==> src/design/spim_pkg.sv <==
// constants and types for the shared spi / two-wire master serial port
// assumes an 8-bit special-function register port and one 100 MHz core clock
package spim_pkg;
  localparam int DATA_W = 8;
  localparam int FIFO_DEPTH = 4;
  // register addresses
  localparam logic [7:0] ADDR_TXBUF = 8'h9A;
  localparam logic [7:0] ADDR_RXBUF = 8'h9B;
  localparam logic [7:0] ADDR_MODE = 8'hE8;
  localparam logic [7:0] ADDR_TADR = 8'hE9;
  localparam logic [7:0] ADDR_STAT = 8'hEA;
  localparam logic [7:0] RESET_BYTE = 8'h00;
  // field positions in mode / address registers
  localparam int CONT_BIT = 7;
  localparam int OVW_BIT = 2;
  localparam int EN_BIT = 7;
  localparam int RATE_LO = 5;
  localparam int RCT_LO = 0;
  localparam int DIR_BIT = 0;
  // status bit positions
  localparam int TXFULL_BIT = 0;
  localparam int SPI_TX_BIT = 1;
  localparam int FSTAT_LO = 2;
  localparam int TW_TX_BIT = 4;
  localparam int SPI_RX_BIT = 4;
  localparam int SPI_OVF_BIT = 5;
  localparam int TW_RX_BIT = 5;
  localparam int NOACK_BIT = 6;
  localparam int BUSY_BIT = 7;
  localparam logic [1:0] FSTAT_EMPTY = 2'h0;
  localparam logic [1:0] FSTAT_HALF = 2'h2;
  localparam logic [1:0] FSTAT_FULL = 2'h3;
  localparam logic [2:0] FIFO_HALF_LVL = 3'h2;
  // timing: one bit is four quarter ticks
  localparam int TW_BASE_DIV = 16;
  localparam logic [5:0] TW_QUARTER_BASE = 6'(TW_BASE_DIV / 4);
  localparam logic [5:0] SPI_QUARTER = 6'h2;
  localparam logic [3:0] SPI_GAP_TICKS = 4'h4;
  localparam logic [3:0] SPI_LAST_BIT = 4'h7;
  localparam logic [3:0] TW_LAST_BIT = 4'h8;
  localparam logic [3:0] TW_ACK_PREV = 4'h7;

  typedef struct packed
  {
    logic [7:0] addr;
    logic [7:0] wdata;
    logic wr;
    logic rd;
  } spim_sfr_req_t;

  typedef enum logic [2:0]
  {
    SP_IDLE = 3'b000,
    SP_SHIFT = 3'b001,
    SP_GAP = 3'b010,
    TW_START = 3'b011,
    TW_BYTE = 3'b100,
    TW_STOP = 3'b101
  } spim_state_t;
endpackage : spim_pkg

==> src/design/spim_serial_port.sv <==
// shared serial port: spi master and two-wire master behind one register set
// assumes synchronous pins and register requests on the 100 MHz core clock
`timescale 1ns/100ps
`default_nettype none
// Summary of operation
// - continuous spi streams bytes until the transmit buffer is empty at a byte start.
// - config-two bit 7 selects continuous spi; clear means single-byte transfers.
// - single-byte: buffer write drops select, flag set when empty, select rises.
// - writing the transmit buffer clears the transmit flag.
// - continuous: the flag rises on each load; select releases only when buffer and shifter are empty.
// - without continuous mode, an idle gap separates consecutive bytes.
// - transmit flag rises when the shifter loads from the transmit buffer.
// - transmission stops if no new byte is ready at the next byte start.
// - each spi byte placed in the receive buffer sets status bit 4; a two-wire byte sets bit 5.
// - a spi byte arriving before the previous is read sets overflow, status bit 5.
// - on overflow, config-one bit 2 chooses overwrite or discard.
// - two-wire side is a hardware master only, no slave function.
// - pin owner select picks which personality drives the shared pins.
// - two-wire pins are open drain, wired-and.
// - two-wire transfer: start, address with direction, data on ack, stop.
// - two-wire clock is core clock over 16 shifted left by the rate field.
// - enable bit 7 gates the two-wire side; address write then starts it.
// - address register holds 7-bit target on top, direction in bit 0.
// - a read ends after read count plus one bytes, or on error.
// - both personalities share buffers, mode, address and status registers.
// - direction 1 reads into the receive buffer; 0 writes transmit data.
// - missing acknowledge sets status bit 6 and stops; writing zero clears.
// - spi bytes are eight bits, most significant bit first.
module spim_serial_port (
  input wire logic CORE_CLK,
  input wire logic RST,
  input wire spim_pkg::spim_sfr_req_t SFR_REQ,
  output logic [7:0] SFR_RDATA,
  input wire logic PIN_OWNER_SELECT,
  output logic TX_READY,
  output logic SS_N,
  input wire logic MISO_I,
  input wire logic DATA_I,
  output logic DATA_O,
  output logic DATA_OE,
  input wire logic SCLK_I,
  output logic SCLK_O,
  output logic SCLK_OE
);
  function automatic logic hit(input logic [7:0] a, input logic [7:0] t);
    hit = a == t;
  endfunction : hit

  spim_pkg::spim_state_t st_r;
  logic [7:0] mode_r, tadr_r, stat_r, rx_buf_r, rdata_r;
  logic [7:0] sh_r, rxs_r;
  logic rx_full_r, rd_dir_r, addr_ph_r, ack_r;
  logic [1:0] ph_r;
  logic [3:0] bit_r;
  logic [4:0] div_r, rcnt_r;
  logic ss_n_r, mosi_r, sclk_r, sda_low_r, scl_low_r;
  logic data_o_r, data_oe_r, sclk_o_r, sclk_oe_r;
  logic fifo_vld_w, tx_rdy_w;
  logic [7:0] fifo_data_w;
  logic [2:0] fifo_lvl_w;

  wire twi_w = PIN_OWNER_SELECT;
  wire wr_tx_w = SFR_REQ.wr && hit(SFR_REQ.addr, spim_pkg::ADDR_TXBUF);
  wire wr_mode_w = SFR_REQ.wr && hit(SFR_REQ.addr, spim_pkg::ADDR_MODE);
  wire wr_tadr_w = SFR_REQ.wr && hit(SFR_REQ.addr, spim_pkg::ADDR_TADR);
  wire wr_stat_w = SFR_REQ.wr && hit(SFR_REQ.addr, spim_pkg::ADDR_STAT);
  wire rd_rx_w = SFR_REQ.rd && hit(SFR_REQ.addr, spim_pkg::ADDR_RXBUF);
  // one register pair read as spi config or two-wire mode/address
  wire cont_w = tadr_r[spim_pkg::CONT_BIT];
  wire ovw_w = mode_r[spim_pkg::OVW_BIT];
  wire en_w = mode_r[spim_pkg::EN_BIT];
  wire [1:0] rate_w = mode_r[spim_pkg::RATE_LO +: 2];
  wire [4:0] rct_w = mode_r[spim_pkg::RCT_LO +: 5];

  // quarter-bit length: 16 << rate core clocks per two-wire bit
  wire [5:0] quarter_w = twi_w ? (spim_pkg::TW_QUARTER_BASE << rate_w) : spim_pkg::SPI_QUARTER;
  wire [5:0] qm1_w = quarter_w - 6'h01;
  wire active_w = st_r != spim_pkg::SP_IDLE;
  wire shifting_w = st_r == spim_pkg::SP_SHIFT || st_r == spim_pkg::TW_BYTE;
  // a slave holding the clock low stretches the high phase
  wire stretch_w = twi_w && st_r == spim_pkg::TW_BYTE && ph_r == 2'h1 && !SCLK_I;
  wire tick_w = active_w && div_r == 5'h00 && !stretch_w;
  wire [3:0] last_bit_w = twi_w ? spim_pkg::TW_LAST_BIT : spim_pkg::SPI_LAST_BIT;
  wire byte_end_w = shifting_w && tick_w && ph_r == 2'h3 && bit_r == last_bit_w;
  wire sample_w = twi_w ? DATA_I : MISO_I;
  wire tw_txbyte_w = addr_ph_r || !rd_dir_r;
  wire tw_rdone_w = rcnt_r == rct_w;

  // byte loads only happen at a byte start with data waiting
  wire spi_start_w = st_r == spim_pkg::SP_IDLE && !twi_w && fifo_vld_w;
  wire spi_next_w = !twi_w && byte_end_w && cont_w && fifo_vld_w;
  wire tw_next_w = twi_w && byte_end_w && tw_txbyte_w && !ack_r && !(addr_ph_r && rd_dir_r) && fifo_vld_w;
  wire tx_load_w = spi_start_w || spi_next_w || tw_next_w;
  wire rx_evt_w = byte_end_w && (!twi_w || !tw_txbyte_w);
  wire nack_evt_w = twi_w && byte_end_w && tw_txbyte_w && ack_r;
  wire ovf_w = rx_evt_w && rx_full_r;
  wire rx_place_w = rx_evt_w && (!rx_full_r || ovw_w);
  // two-wire start only when enabled and idle
  wire tw_go_w = twi_w && en_w && wr_tadr_w && st_r == spim_pkg::SP_IDLE;

  wire [7:0] set_w = twi_w
    ? (8'(nack_evt_w) << spim_pkg::NOACK_BIT) | (8'(rx_place_w) << spim_pkg::TW_RX_BIT)
      | (8'(tx_load_w) << spim_pkg::TW_TX_BIT)
    : (8'(ovf_w) << spim_pkg::SPI_OVF_BIT) | (8'(rx_place_w) << spim_pkg::SPI_RX_BIT)
      | (8'(tx_load_w) << spim_pkg::SPI_TX_BIT);
  wire [7:0] clr_w = wr_tx_w ? (8'h01 << (twi_w ? spim_pkg::TW_TX_BIT : spim_pkg::SPI_TX_BIT)) : 8'h00;
  wire [7:0] stat_keep_w = wr_stat_w ? stat_r & SFR_REQ.wdata : stat_r;
  wire [1:0] fstat_w = fifo_lvl_w == 3'(spim_pkg::FIFO_DEPTH) ? spim_pkg::FSTAT_FULL
    : fifo_lvl_w >= spim_pkg::FIFO_HALF_LVL ? spim_pkg::FSTAT_HALF : spim_pkg::FSTAT_EMPTY;
  wire [7:0] tw_view_w = (stat_r & ~((8'h01 << spim_pkg::BUSY_BIT) | (8'h03 << spim_pkg::FSTAT_LO)
    | 8'h01)) | (8'(active_w) << spim_pkg::BUSY_BIT) | (8'(fstat_w) << spim_pkg::FSTAT_LO);
  wire [7:0] spi_view_w = (stat_r & ~(8'h01 << spim_pkg::TXFULL_BIT)) | (8'(!tx_rdy_w) << spim_pkg::TXFULL_BIT);
  wire [7:0] rd_mux_w = hit(SFR_REQ.addr, spim_pkg::ADDR_RXBUF) ? rx_buf_r
    : hit(SFR_REQ.addr, spim_pkg::ADDR_MODE) ? mode_r
    : hit(SFR_REQ.addr, spim_pkg::ADDR_TADR) ? tadr_r
    : hit(SFR_REQ.addr, spim_pkg::ADDR_STAT) ? (twi_w ? tw_view_w : spi_view_w)
    : spim_pkg::RESET_BYTE;

  spim_fifo #(
    .WIDTH(spim_pkg::DATA_W),
    .DEPTH(spim_pkg::FIFO_DEPTH)
  ) u_txq (
    .clk(CORE_CLK),
    .rst(RST),
    .in_valid(wr_tx_w),
    .in_ready(tx_rdy_w),
    .in_data(SFR_REQ.wdata),
    .out_valid(fifo_vld_w),
    .out_ready(tx_load_w),
    .out_data(fifo_data_w),
    .level(fifo_lvl_w)
  );

  always_ff @(posedge CORE_CLK)
  begin
    if (RST)
    begin
      mode_r <= spim_pkg::RESET_BYTE;
      tadr_r <= spim_pkg::RESET_BYTE;
      stat_r <= spim_pkg::RESET_BYTE;
      rdata_r <= spim_pkg::RESET_BYTE;
    end
    else
    begin
      mode_r <= wr_mode_w ? SFR_REQ.wdata : mode_r;
      tadr_r <= wr_tadr_w ? SFR_REQ.wdata : tadr_r;
      // hardware set wins over a same-cycle clear
      stat_r <= (stat_keep_w & ~clr_w) | set_w;
      rdata_r <= SFR_REQ.rd ? rd_mux_w : rdata_r;
    end
  end

  always_ff @(posedge CORE_CLK)
  begin
    if (RST)
    begin
      rx_buf_r <= spim_pkg::RESET_BYTE;
      rx_full_r <= 1'b0;
    end
    else
    begin
      rx_buf_r <= rx_place_w ? rxs_r : rx_buf_r;
      rx_full_r <= rx_evt_w || (rx_full_r && !rd_rx_w);
    end
  end

  always_ff @(posedge CORE_CLK)
  begin
    if (RST || !active_w || tick_w)
    begin
      div_r <= qm1_w[4:0];
    end
    else if (div_r != 5'h00)
    begin
      div_r <= div_r - 5'h01;
    end
  end

  // one engine serves both personalities; the phase counter walks each bit
  always_ff @(posedge CORE_CLK)
  begin
    if (RST)
    begin
      st_r <= spim_pkg::SP_IDLE;
      ph_r <= 2'h0;
      bit_r <= 4'h0;
      sh_r <= spim_pkg::RESET_BYTE;
      rxs_r <= spim_pkg::RESET_BYTE;
      rd_dir_r <= 1'b0;
      addr_ph_r <= 1'b0;
      ack_r <= 1'b0;
      rcnt_r <= 5'h00;
      ss_n_r <= 1'b1;
      mosi_r <= 1'b0;
      sclk_r <= 1'b0;
      sda_low_r <= 1'b0;
      scl_low_r <= 1'b0;
    end
    else
    begin
      unique case (st_r)
        spim_pkg::SP_IDLE:
        begin
          ph_r <= 2'h0;
          bit_r <= 4'h0;
          sda_low_r <= 1'b0;
          scl_low_r <= 1'b0;
          if (spi_start_w)
          begin
            st_r <= spim_pkg::SP_SHIFT;
            ss_n_r <= 1'b0;
            sh_r <= fifo_data_w;
            mosi_r <= fifo_data_w[7];
          end
          else if (tw_go_w)
          begin
            st_r <= spim_pkg::TW_START;
            sh_r <= SFR_REQ.wdata;
            rd_dir_r <= SFR_REQ.wdata[spim_pkg::DIR_BIT];
            addr_ph_r <= 1'b1;
            rcnt_r <= 5'h00;
          end
        end
        spim_pkg::SP_SHIFT, spim_pkg::TW_BYTE:
        begin
          if (tick_w)
          begin
            ph_r <= ph_r + 2'h1;
            unique case (ph_r)
              2'h0:
              begin
                sclk_r <= 1'b1;
                scl_low_r <= 1'b0;
              end
              2'h1:
              begin
                if (bit_r < spim_pkg::TW_LAST_BIT)
                begin
                  rxs_r <= {rxs_r[6:0], sample_w};
                end
                else
                begin
                  ack_r <= sample_w;
                end
              end
              2'h2:
              begin
                sclk_r <= 1'b0;
                scl_low_r <= 1'b1;
              end
              2'h3:
              begin
                if (!byte_end_w)
                begin
                  bit_r <= bit_r + 4'h1;
                  if (bit_r == spim_pkg::TW_ACK_PREV)
                  begin
                    // master acks every read byte but the last
                    sda_low_r <= !tw_txbyte_w && !tw_rdone_w;
                  end
                  else
                  begin
                    sh_r <= {sh_r[6:0], 1'b0};
                    mosi_r <= sh_r[6];
                    sda_low_r <= tw_txbyte_w && !sh_r[6];
                  end
                end
                else
                begin
                  bit_r <= 4'h0;
                  if (tx_load_w)
                  begin
                    sh_r <= fifo_data_w;
                    mosi_r <= fifo_data_w[7];
                    sda_low_r <= !fifo_data_w[7];
                    addr_ph_r <= 1'b0;
                  end
                  else if (!twi_w)
                  begin
                    ss_n_r <= 1'b1;
                    st_r <= cont_w ? spim_pkg::SP_IDLE : spim_pkg::SP_GAP;
                  end
                  else if (addr_ph_r && rd_dir_r && !ack_r)
                  begin
                    addr_ph_r <= 1'b0;
                    sda_low_r <= 1'b0;
                  end
                  else if (!tw_txbyte_w && !tw_rdone_w)
                  begin
                    rcnt_r <= rcnt_r + 5'h01;
                    sda_low_r <= 1'b0;
                  end
                  else
                  begin
                    st_r <= spim_pkg::TW_STOP;
                    sda_low_r <= 1'b1;
                  end
                end
              end
            endcase
          end
        end
        spim_pkg::SP_GAP:
        begin
          if (tick_w)
          begin
            bit_r <= bit_r + 4'h1;
            if (bit_r == spim_pkg::SPI_GAP_TICKS - 4'h1)
            begin
              st_r <= spim_pkg::SP_IDLE;
            end
          end
        end
        spim_pkg::TW_START:
        begin
          if (tick_w)
          begin
            ph_r <= ph_r + 2'h1;
            sda_low_r <= ph_r == 2'h3 ? !sh_r[7] : (sda_low_r || ph_r == 2'h0);
            scl_low_r <= scl_low_r || ph_r == 2'h1;
            if (ph_r == 2'h3)
            begin
              st_r <= spim_pkg::TW_BYTE;
            end
          end
        end
        spim_pkg::TW_STOP:
        begin
          if (tick_w)
          begin
            ph_r <= ph_r + 2'h1;
            scl_low_r <= scl_low_r && ph_r != 2'h0;
            sda_low_r <= sda_low_r && ph_r != 2'h1;
            if (ph_r == 2'h3)
            begin
              st_r <= spim_pkg::SP_IDLE;
            end
          end
        end
        default:
        begin
          st_r <= spim_pkg::SP_IDLE;
        end
      endcase
    end
  end

  // pin stage: two-wire only ever pulls low, spi drives push-pull
  always_ff @(posedge CORE_CLK)
  begin
    if (RST)
    begin
      data_o_r <= 1'b0;
      data_oe_r <= 1'b0;
      sclk_o_r <= 1'b0;
      sclk_oe_r <= 1'b0;
    end
    else
    begin
      data_o_r <= !twi_w && mosi_r;
      data_oe_r <= twi_w ? sda_low_r : 1'b1;
      sclk_o_r <= !twi_w && sclk_r;
      sclk_oe_r <= twi_w ? scl_low_r : 1'b1;
    end
  end

  assign SFR_RDATA = rdata_r;
  assign TX_READY = tx_rdy_w;
  assign SS_N = ss_n_r;
  assign DATA_O = data_o_r;
  assign DATA_OE = data_oe_r;
  assign SCLK_O = sclk_o_r;
  assign SCLK_OE = sclk_oe_r;
endmodule : spim_serial_port
`default_nettype wire

==> src/design/spim_fifo.sv <==
// small synchronous fifo with valid/ready on both sides
// assumes one clock and a synchronous active-high reset
`timescale 1ns/100ps
`default_nettype none
module spim_fifo #(
  parameter int WIDTH = 8,
  parameter int DEPTH = 4
) (
  input wire logic clk,
  input wire logic rst,
  input wire logic in_valid,
  output logic in_ready,
  input wire logic [WIDTH-1:0] in_data,
  output logic out_valid,
  input wire logic out_ready,
  output logic [WIDTH-1:0] out_data,
  output logic [$clog2(DEPTH):0] level
);
  localparam int PW = $clog2(DEPTH);
  logic [WIDTH-1:0] mem [DEPTH];
  logic [PW-1:0] wp_r;
  logic [PW-1:0] rp_r;
  logic [PW:0] cnt_r;
  logic ready_r;
  wire push_w = in_valid && ready_r;
  wire pop_w = out_ready && cnt_r != '0;
  wire [PW:0] cnt_nxt = cnt_r + (PW+1)'(push_w) - (PW+1)'(pop_w);

  always_ff @(posedge clk)
  begin
    if (push_w)
    begin
      mem[wp_r] <= in_data;
    end
  end

  always_ff @(posedge clk)
  begin
    if (rst)
    begin
      wp_r <= '0;
      rp_r <= '0;
      cnt_r <= '0;
      ready_r <= 1'b1;
    end
    else
    begin
      wp_r <= push_w ? wp_r + PW'(1) : wp_r;
      rp_r <= pop_w ? rp_r + PW'(1) : rp_r;
      cnt_r <= cnt_nxt;
      ready_r <= cnt_nxt != (PW+1)'(DEPTH);
    end
  end

  // ready comes from a flop so the source sees back-pressure without a comb path
  assign in_ready = ready_r;
  assign out_valid = cnt_r != '0;
  assign out_data = mem[rp_r];
  assign level = cnt_r;
endmodule : spim_fifo
`default_nettype wire

==> config.mk <==
export PLATFORM = sky130hd
export DESIGN_NAME = spim_serial_port
export DESIGN_NICKNAME = d
export VERILOG_FILES = /design/src/design/spim_pkg.sv /design/src/design/spim_serial_port.sv /design/src/design/spim_fifo.sv
export SDC_FILE = /design/constraint.sdc
export NUM_CORES = 1
export LEC_CHECK = 0
export ABC_AREA = 0
export BUFFER_PORTS_ARGS = -buffer_cell sky130_fd_sc_hd__buf_4
export CAP_MARGIN = 20
export CELL_PAD_IN_SITES_DETAIL_PLACEMENT = 0
export CELL_PAD_IN_SITES_GLOBAL_PLACEMENT = 1
export CORE_MARGIN = 4
export CORE_UTILIZATION = 51
export DETAILED_ROUTE_END_ITERATION = 16
export HOLD_SLACK_MARGIN = 0.12
export PLACE_DENSITY_LB_ADDON = 0.1
export RECOVER_POWER = 25
export SYNTH_ARGS = -nofsm -noshare
export SYNTH_HDL_FRONTEND = slang
export SYNTH_HIERARCHICAL = 1
export SYNTH_SLANG_ARGS = --single-unit
==> constraint.sdc <==
create_clock -name CORE_CLK -period 5.8 [get_ports CORE_CLK]
set_input_delay 1.74 -clock CORE_CLK [delete_from_list [all_inputs] [get_ports CORE_CLK]]
set_output_delay 1.74 -clock CORE_CLK [all_outputs]
set_load 0.005 [all_outputs]
* Word level (Yosys, flattened, before mapping)
Memory sizes are Yosys's and may differ from the RTL's. A register that Yosys moved wholly into a read port is not among the register bits.
Cells that the tools add are included.
** Operators by class
- Add/subtract/negate cells :: 9
- Order comparisons :: 2
- Equal/unequal tests :: 47
- Shift operators :: 2
- Muxes and demuxes :: 105
- Bitwise logic cells :: 13
- Reduce and logical (&&, ||, !) cells :: 96
** Operator list (count)
- 8-bit 2-to-1 mux :: 14
- 5-bit 2-to-1 mux :: 12
- 3-bit 2-to-1 mux :: 16
- 1-bit logical AND :: 41
- 8-bit equality test, second input constant :: 5
- 1-bit 2-to-1 mux :: 39
- 2-bit inequality test, second input constant :: 17
- 4-bit 2-to-1 mux :: 5
- 6-bit AND reduction :: 3
- 8-bit AND :: 2
- 8-bit case mux with 2 select lines :: 1
- 1-bit zero test :: 15
- 3-bit inequality test, second input constant :: 5
- 3-bit case mux with 5 select lines :: 1
- 13-bit AND reduction :: 1
- 2-bit 2-to-1 mux :: 6
- 3-bit by 2-bit inequality test with 1-bit output, second input constant :: 4
- 4-bit case mux with 3 select lines :: 1
- 4-bit AND reduction :: 3
- 1-bit logical OR :: 11
- 1-bit case mux with 2 select lines :: 5
- 5-bit case mux with 2 select lines :: 1
- 10-bit AND reduction :: 1
- 2-bit nonzero test :: 5
- 47 further kinds :: 60
** Word-level totals
- Bits in registers :: 96
- RAM bits :: 32
- Input bits :: 24
- Output and inout port bits :: 14
- Word-level logic and storage cells :: 304
- Memories kept :: 1
** Memory list
- u_txq.mem :: words 4, bits a word 8, read ports 1, clocked after Yosys merged registers in 1, wr ports 1, line spim_fifo.sv:20 : logic [WIDTH-1:0] mem [DEPTH];

* Longest topological paths before layout
- Depth after elaboration :: 20
- Mapped depth :: 13
- Mapped depth without buffers :: 13

* Cells and area by module
Netlist, hierarchy kept.
** Modules (own cells, without submodules)
- spim_serial_port :: times used 1, cells an instance 564, area each 4710.8 sq um, seq. area each 1791.7 sq um
- spim_fifo :: times used 1, cells an instance 92, area each 1670.4 sq um, seq. area each 1161.1 sq um

* Worst setup path after synthesis
OpenSTA, ideal clock, no wires.
- Path kind :: input port to flip-flop
- From :: input PIN_OWNER_SELECT
- To :: register u_txq.ready_r (netlist: u_txq/in_ready)
- Library setup time :: 134 ps
- Arrival time :: 4137 ps
- Required time :: 5666 ps
- Setup slack :: 1529 ps
- Stages :: 10
- Path buffers :: 0
- Cells stage by stage :: and3b_1 -> o21ai_0 -> o211ai_1 -> o21ai_0 -> o31a_2 -> ha_1 -> inv_1 -> ha_1 -> fa_1 -> or4_1
** Between the ends
- Cells in the longest elaborated chain, start to end :: 17
- Elaborated cells on any way between the ends :: 26
- Those cells by class :: 1 x add/sub; 2 x eq/ne; 1 x mux; 22 x reduce/logical
** RTL lines
- start: declaration :: line spim_serial_port.sv:34 : input wire logic PIN_OWNER_SELECT,
- 1-bit logical AND (3 in series) :: line spim_serial_port.sv:81 : wire stretch_w = twi_w && st_r == spim_pkg::TW_BYTE && ph_r == 2'h1 && !SCLK_I;
- 1-bit zero test :: line spim_serial_port.sv:82 : wire tick_w = active_w && div_r == 5'h00 && !stretch_w;
- 1-bit logical AND :: line spim_serial_port.sv:82
- 1-bit logical AND (3 in series) :: line spim_serial_port.sv:84 : wire byte_end_w = shifting_w && tick_w && ph_r == 2'h3 && bit_r == last_bit_w;
- 1-bit logical AND (5 in series) :: line spim_serial_port.sv:92 : wire tw_next_w = twi_w && byte_end_w && tw_txbyte_w && !ack_r && !(addr_ph_r && rd_dir_r) && fifo_vld_w;
- 1-bit logical OR * :: line spim_serial_port.sv:93 : wire tx_load_w = spi_start_w || spi_next_w || tw_next_w;
- named net tx_load_w :: line spim_serial_port.sv:93
- 1-bit logical AND * :: line spim_fifo.sv:26 : wire pop_w = out_ready && cnt_r != '0;
- named net u_txq.pop_w :: line spim_fifo.sv:26
- 3-bit by 1-bit subtractor with 3-bit output * :: line spim_fifo.sv:27 : wire [PW:0] cnt_nxt = cnt_r + (PW+1)'(push_w) - (PW+1)'(pop_w);
- named net u_txq.cnt_nxt[1] :: line spim_fifo.sv:27
- 3-bit inequality test * :: line spim_fifo.sv:51 : ready_r <= cnt_nxt != (PW+1)'(DEPTH);
- end signal: assignment :: line spim_fifo.sv:51
- end: declaration :: line spim_fifo.sv:24 : logic ready_r;
The timed path passes the listed nets; every way through them passes the cells marked *.
A chain may end at the register's enable or synchronous reset.

* Worst setup path in the final report
Ends and elaborated chain as after synthesis.

==> summary.md <==
| Metric | Value |
|---|---|
| Post-CTS Resized | 0 |
| Setup Skew | between 9 and 10 ps |
| Critical path required time | between 6000 and 7000 ps |
| Routed len/inst | approximately 19 µm |
| Syn avg cell area | ~9.7 µm² |
| First-pass GRT wire length | 26,800 µm |
| Synth Instances | ~660 |
| Dpl cells | between 800 and 900 |
| Area added between synthesis and finish | 13.6% |
| Syn. warnings | 6 |
| FFs w/ async S/R, synth | 0% |
| Hold slack | 458 ps |
| Drt via density | 6.00 |
| Total power | about 2.5 mW |
| Reg2Reg Setup Slack | about 1900 ps |
| Die Y-Extent | approximately 120 µm |
| 1st-pass router iterations | 7 |
| Hold EP | tadr_r[4]$_SDFFE_PP0P_ |
| Overall routing resource usage | about 24% |
| DRT antenna net count | 0 |
| Nets@finish | 712 |
| Routing usage on met2 | 37.2% |
| Gpl congestion | approximately 0.91 |
| Setup CP Type | in -> reg |
| Pins Over Slew Limit | 0 |
| Floorplan row count | 40 |
| RSZ-0062 raised after global routing | no |
| Die area | around 14,000 µm² |
| Top cell type's share of synthesized area | between 20 and 30% |
| 1st-iter DRT viols | slightly above 500 |
| Final setup viols | 0 |
| Met3 usage | slightly above 5% |
| Synth top area cells | dfxtp_1, edfxtp_1, mux2i_1 |
| Mapped Area | roughly 6400 µm² |
| Clk_lat worst skew | 430 ps |
| Share of cells above drive strength 1 | a little over an eighth |
| Final cell count without fillers | 855 |
| Hold Path Class | reg -> reg |
| CP Data Arrival Time | between 4000 and 5000 ps |
| Worst-Margin Slew | 981 ps |
| Seq/Total Area, Yosys | a little under half |
| Clk slew on worst S/H paths | approximately 60 ps |
| Max Buffers Root-to-Sink | 2 |
| Initial antenna violation count | 0 |
| Worst hold path depth | 2 |
| Status | complete, no violations |
| Via count | between 5,000 and 6,000 |
| Hold Crit Start | tadr_r[4]$_SDFFE_PP0P_ |
| Top_reg_cell synth | dfxtp_1 |
| Syn nets | between 600 and 700 |
| Starting Density | between 50% and 60% |
| H-tree depth | 4 |
| Max Fclk | approximately 220 MHz |
| Hold Buf Count CTS | 0 |
| Number of global-route vias before repair | about 5,000 |
| CTS tree | done |
| Crit start category | input pin |
| CTS sink cnt | about 130 |
| Max Cap Viol | 0 |
| Max_slew headroom | 34.5% |
| Total wire length | 16,500 µm |
| Pwr Density | around 350 nW/µm² |
| M1 GR Usage | about a third |
| Grt total ovfl | 0 |
| Post-synth EDFFs | 37 |
| I/O pin total | 38 |
| Worst vdd ir | 0.167 mV |
| RR Startpoint | st_r[2]$_SDFFE_PP0P_ |
| Setup_tns | 0 ps |
| Port bufs | 37 |
| Critical Path Fanout Max | 34 |
| Yosys top cell by area | dfxtp_1 |
| DRC viols | 0 |
| HPWL Detailed | between 10,000 and 15,000 µm |
| Yosys reg bits | between 100 and 150 |
| Count of cell types in the netlist | between 70 and 80 |
| R2R Path End | u_txq/in_ready$_SDFF_PP1_ |
| Core ar. | approximately 12,000 µm² |
| Top Usage Layer GRT | met2 |
| Clk root buf | clkbuf_16 |
| Post CTS Setup Buffer Count | 0 |
| CTS Buf Count | 17 |
| Die Wd | between 100 and 150 µm |
| Commonest cells post-synth | dfxtp_1, nor2_1, a21oi_1, nand2_1, edfxtp_1 |
| CP endpoint kind | register |
| R2R depth | 10 |
| Leak Pwr | ~2.5 nW |
| Number of inserted diodes | 0 |
| Most common cell in the netlist | dfxtp_1 |
| Fillers | 1,094 |
| Largest net degree at the start of global routing | 87 |
| Final period utilization | between 70 and 80% |
| Final Hold Vio Count | 0 |
| Fin crit period | 4560 ps |
==> final cells by class <==
class | instances | area [µm²] | area share [%]
inverters | 24 | 90.1 | 1.24
repair buffers | 40 | 270 | 3.73
flip-flops and latches | 129 | 2950 | 40.7
clock inverters | 15 | 136 | 1.88
clock buffers | 17 | 425 | 5.87
multi-input cells | 462 | 3170 | 43.7
well taps | 168 | 210 | 2.90
==> layer usage <==
metal | vias up | routed length, µm
met5 | - | 0
met2 | 187 | 7720
met3 | 38 | 984
met4 | 0 | 469
met1 | 2452 | 7350
li1 | 2456 | -
==> cells in the final DEF (no fill, tap or decap), types with 11 or more instances in the layout <==
| master | netlist | layout |
|---|---|---|
| edfxtp_1 | 37 | 37 |
| inv_1 | 23 | 23 |
| o21ai_0 | 22 | 22 |
| a31oi_1 | 11 | 11 |
| a211oi_1 | 11 | 11 |
| nor2_1 | 79 | 79 |
| nor2b_1 | 14 | 14 |
| clkbuf_16 | 0 | 17 |
| a21oi_1 | 45 | 45 |
| nand2_1 | 38 | 38 |
| mux2i_1 | 36 | 36 |
| nand3_1 | 18 | 18 |
| dfxtp_1 | 92 | 92 |
| buf_4 | 1 | 25 |
| ha_1 | 13 | 13 |
==> report_power, final <==
group	switching (mW)	internal [mW]	total, mW
Clock	0.444	0.566	1.01
Sequential	0.0723	0.988	1.06
Combinational	0.290	0.179	0.469
Total	0.807	1.73	2.54
==> cells by family (layout without fill, tap and decap cells) <==
group	count (synthesis)	after routing	share of synthesized area (%)
DFF	129	129	46.3
buffers and inverters	65	96	4.20
AOI/OAI and AO/OA	157	157	17.0
muxes	49	49	9.35
and+or+nand+nor	229	229	18.3
adders and majority gates	14	14	2.86
xor gates and xnor gates	13	13	2.02
==> flip-flops by register name, indices dropped and copies added, names as in the netlist, 3 cells and up, named ones only <==
signal and cells:
u_txq/mem 32, SFR_RDATA 8, mode_r 8, rx_buf_r 8, rxs_r 8, sh_r 8, tadr_r 8, div_r 5
rcnt_r 5, bit_r 4, stat_r 4, st_r 3, u_txq/level 3
==> per-stage QoR <==
step                      area (µm²)  utilization [%]  setup WS (ps)
final                           7250             59.9           1240
after floorplan                 6380                -           1530
after global placement          6710             55.4            998
after detailed placement        6710             55.4            852
after global routing            7250             59.9           1100
after CTS                       7270             60.1           1300
==> how the worst max path moves through the flow <==
stage	from	endpoint	slack (ps)
4_1_cts	PIN_OWNER_SELECT	u_txq/in_ready$_SDFF_PP1_	1300
2_1_floorplan	PIN_OWNER_SELECT	u_txq/in_ready$_SDFF_PP1_	1530
3_5_place_dp	PIN_OWNER_SELECT	u_txq/in_ready$_SDFF_PP1_	850
5_1_grt	PIN_OWNER_SELECT	u_txq/in_ready$_SDFF_PP1_	1100
3_3_place_gp	PIN_OWNER_SELECT	u_txq/in_ready$_SDFF_PP1_	1000
6_report	PIN_OWNER_SELECT	u_txq/in_ready$_SDFF_PP1_	1240
==> critical path, cell delays in order <==
cell and delay, ps:
buf_4 220, and3b_1 250, o21ai_0 450, o211ai_1 260
o21ai_0 280, o31a_2 220, ha_1 230, inv_1 60
ha_1 150, fa_1 440, or4_1 530
Note: power is estimated with default switching activity, not from simulation.
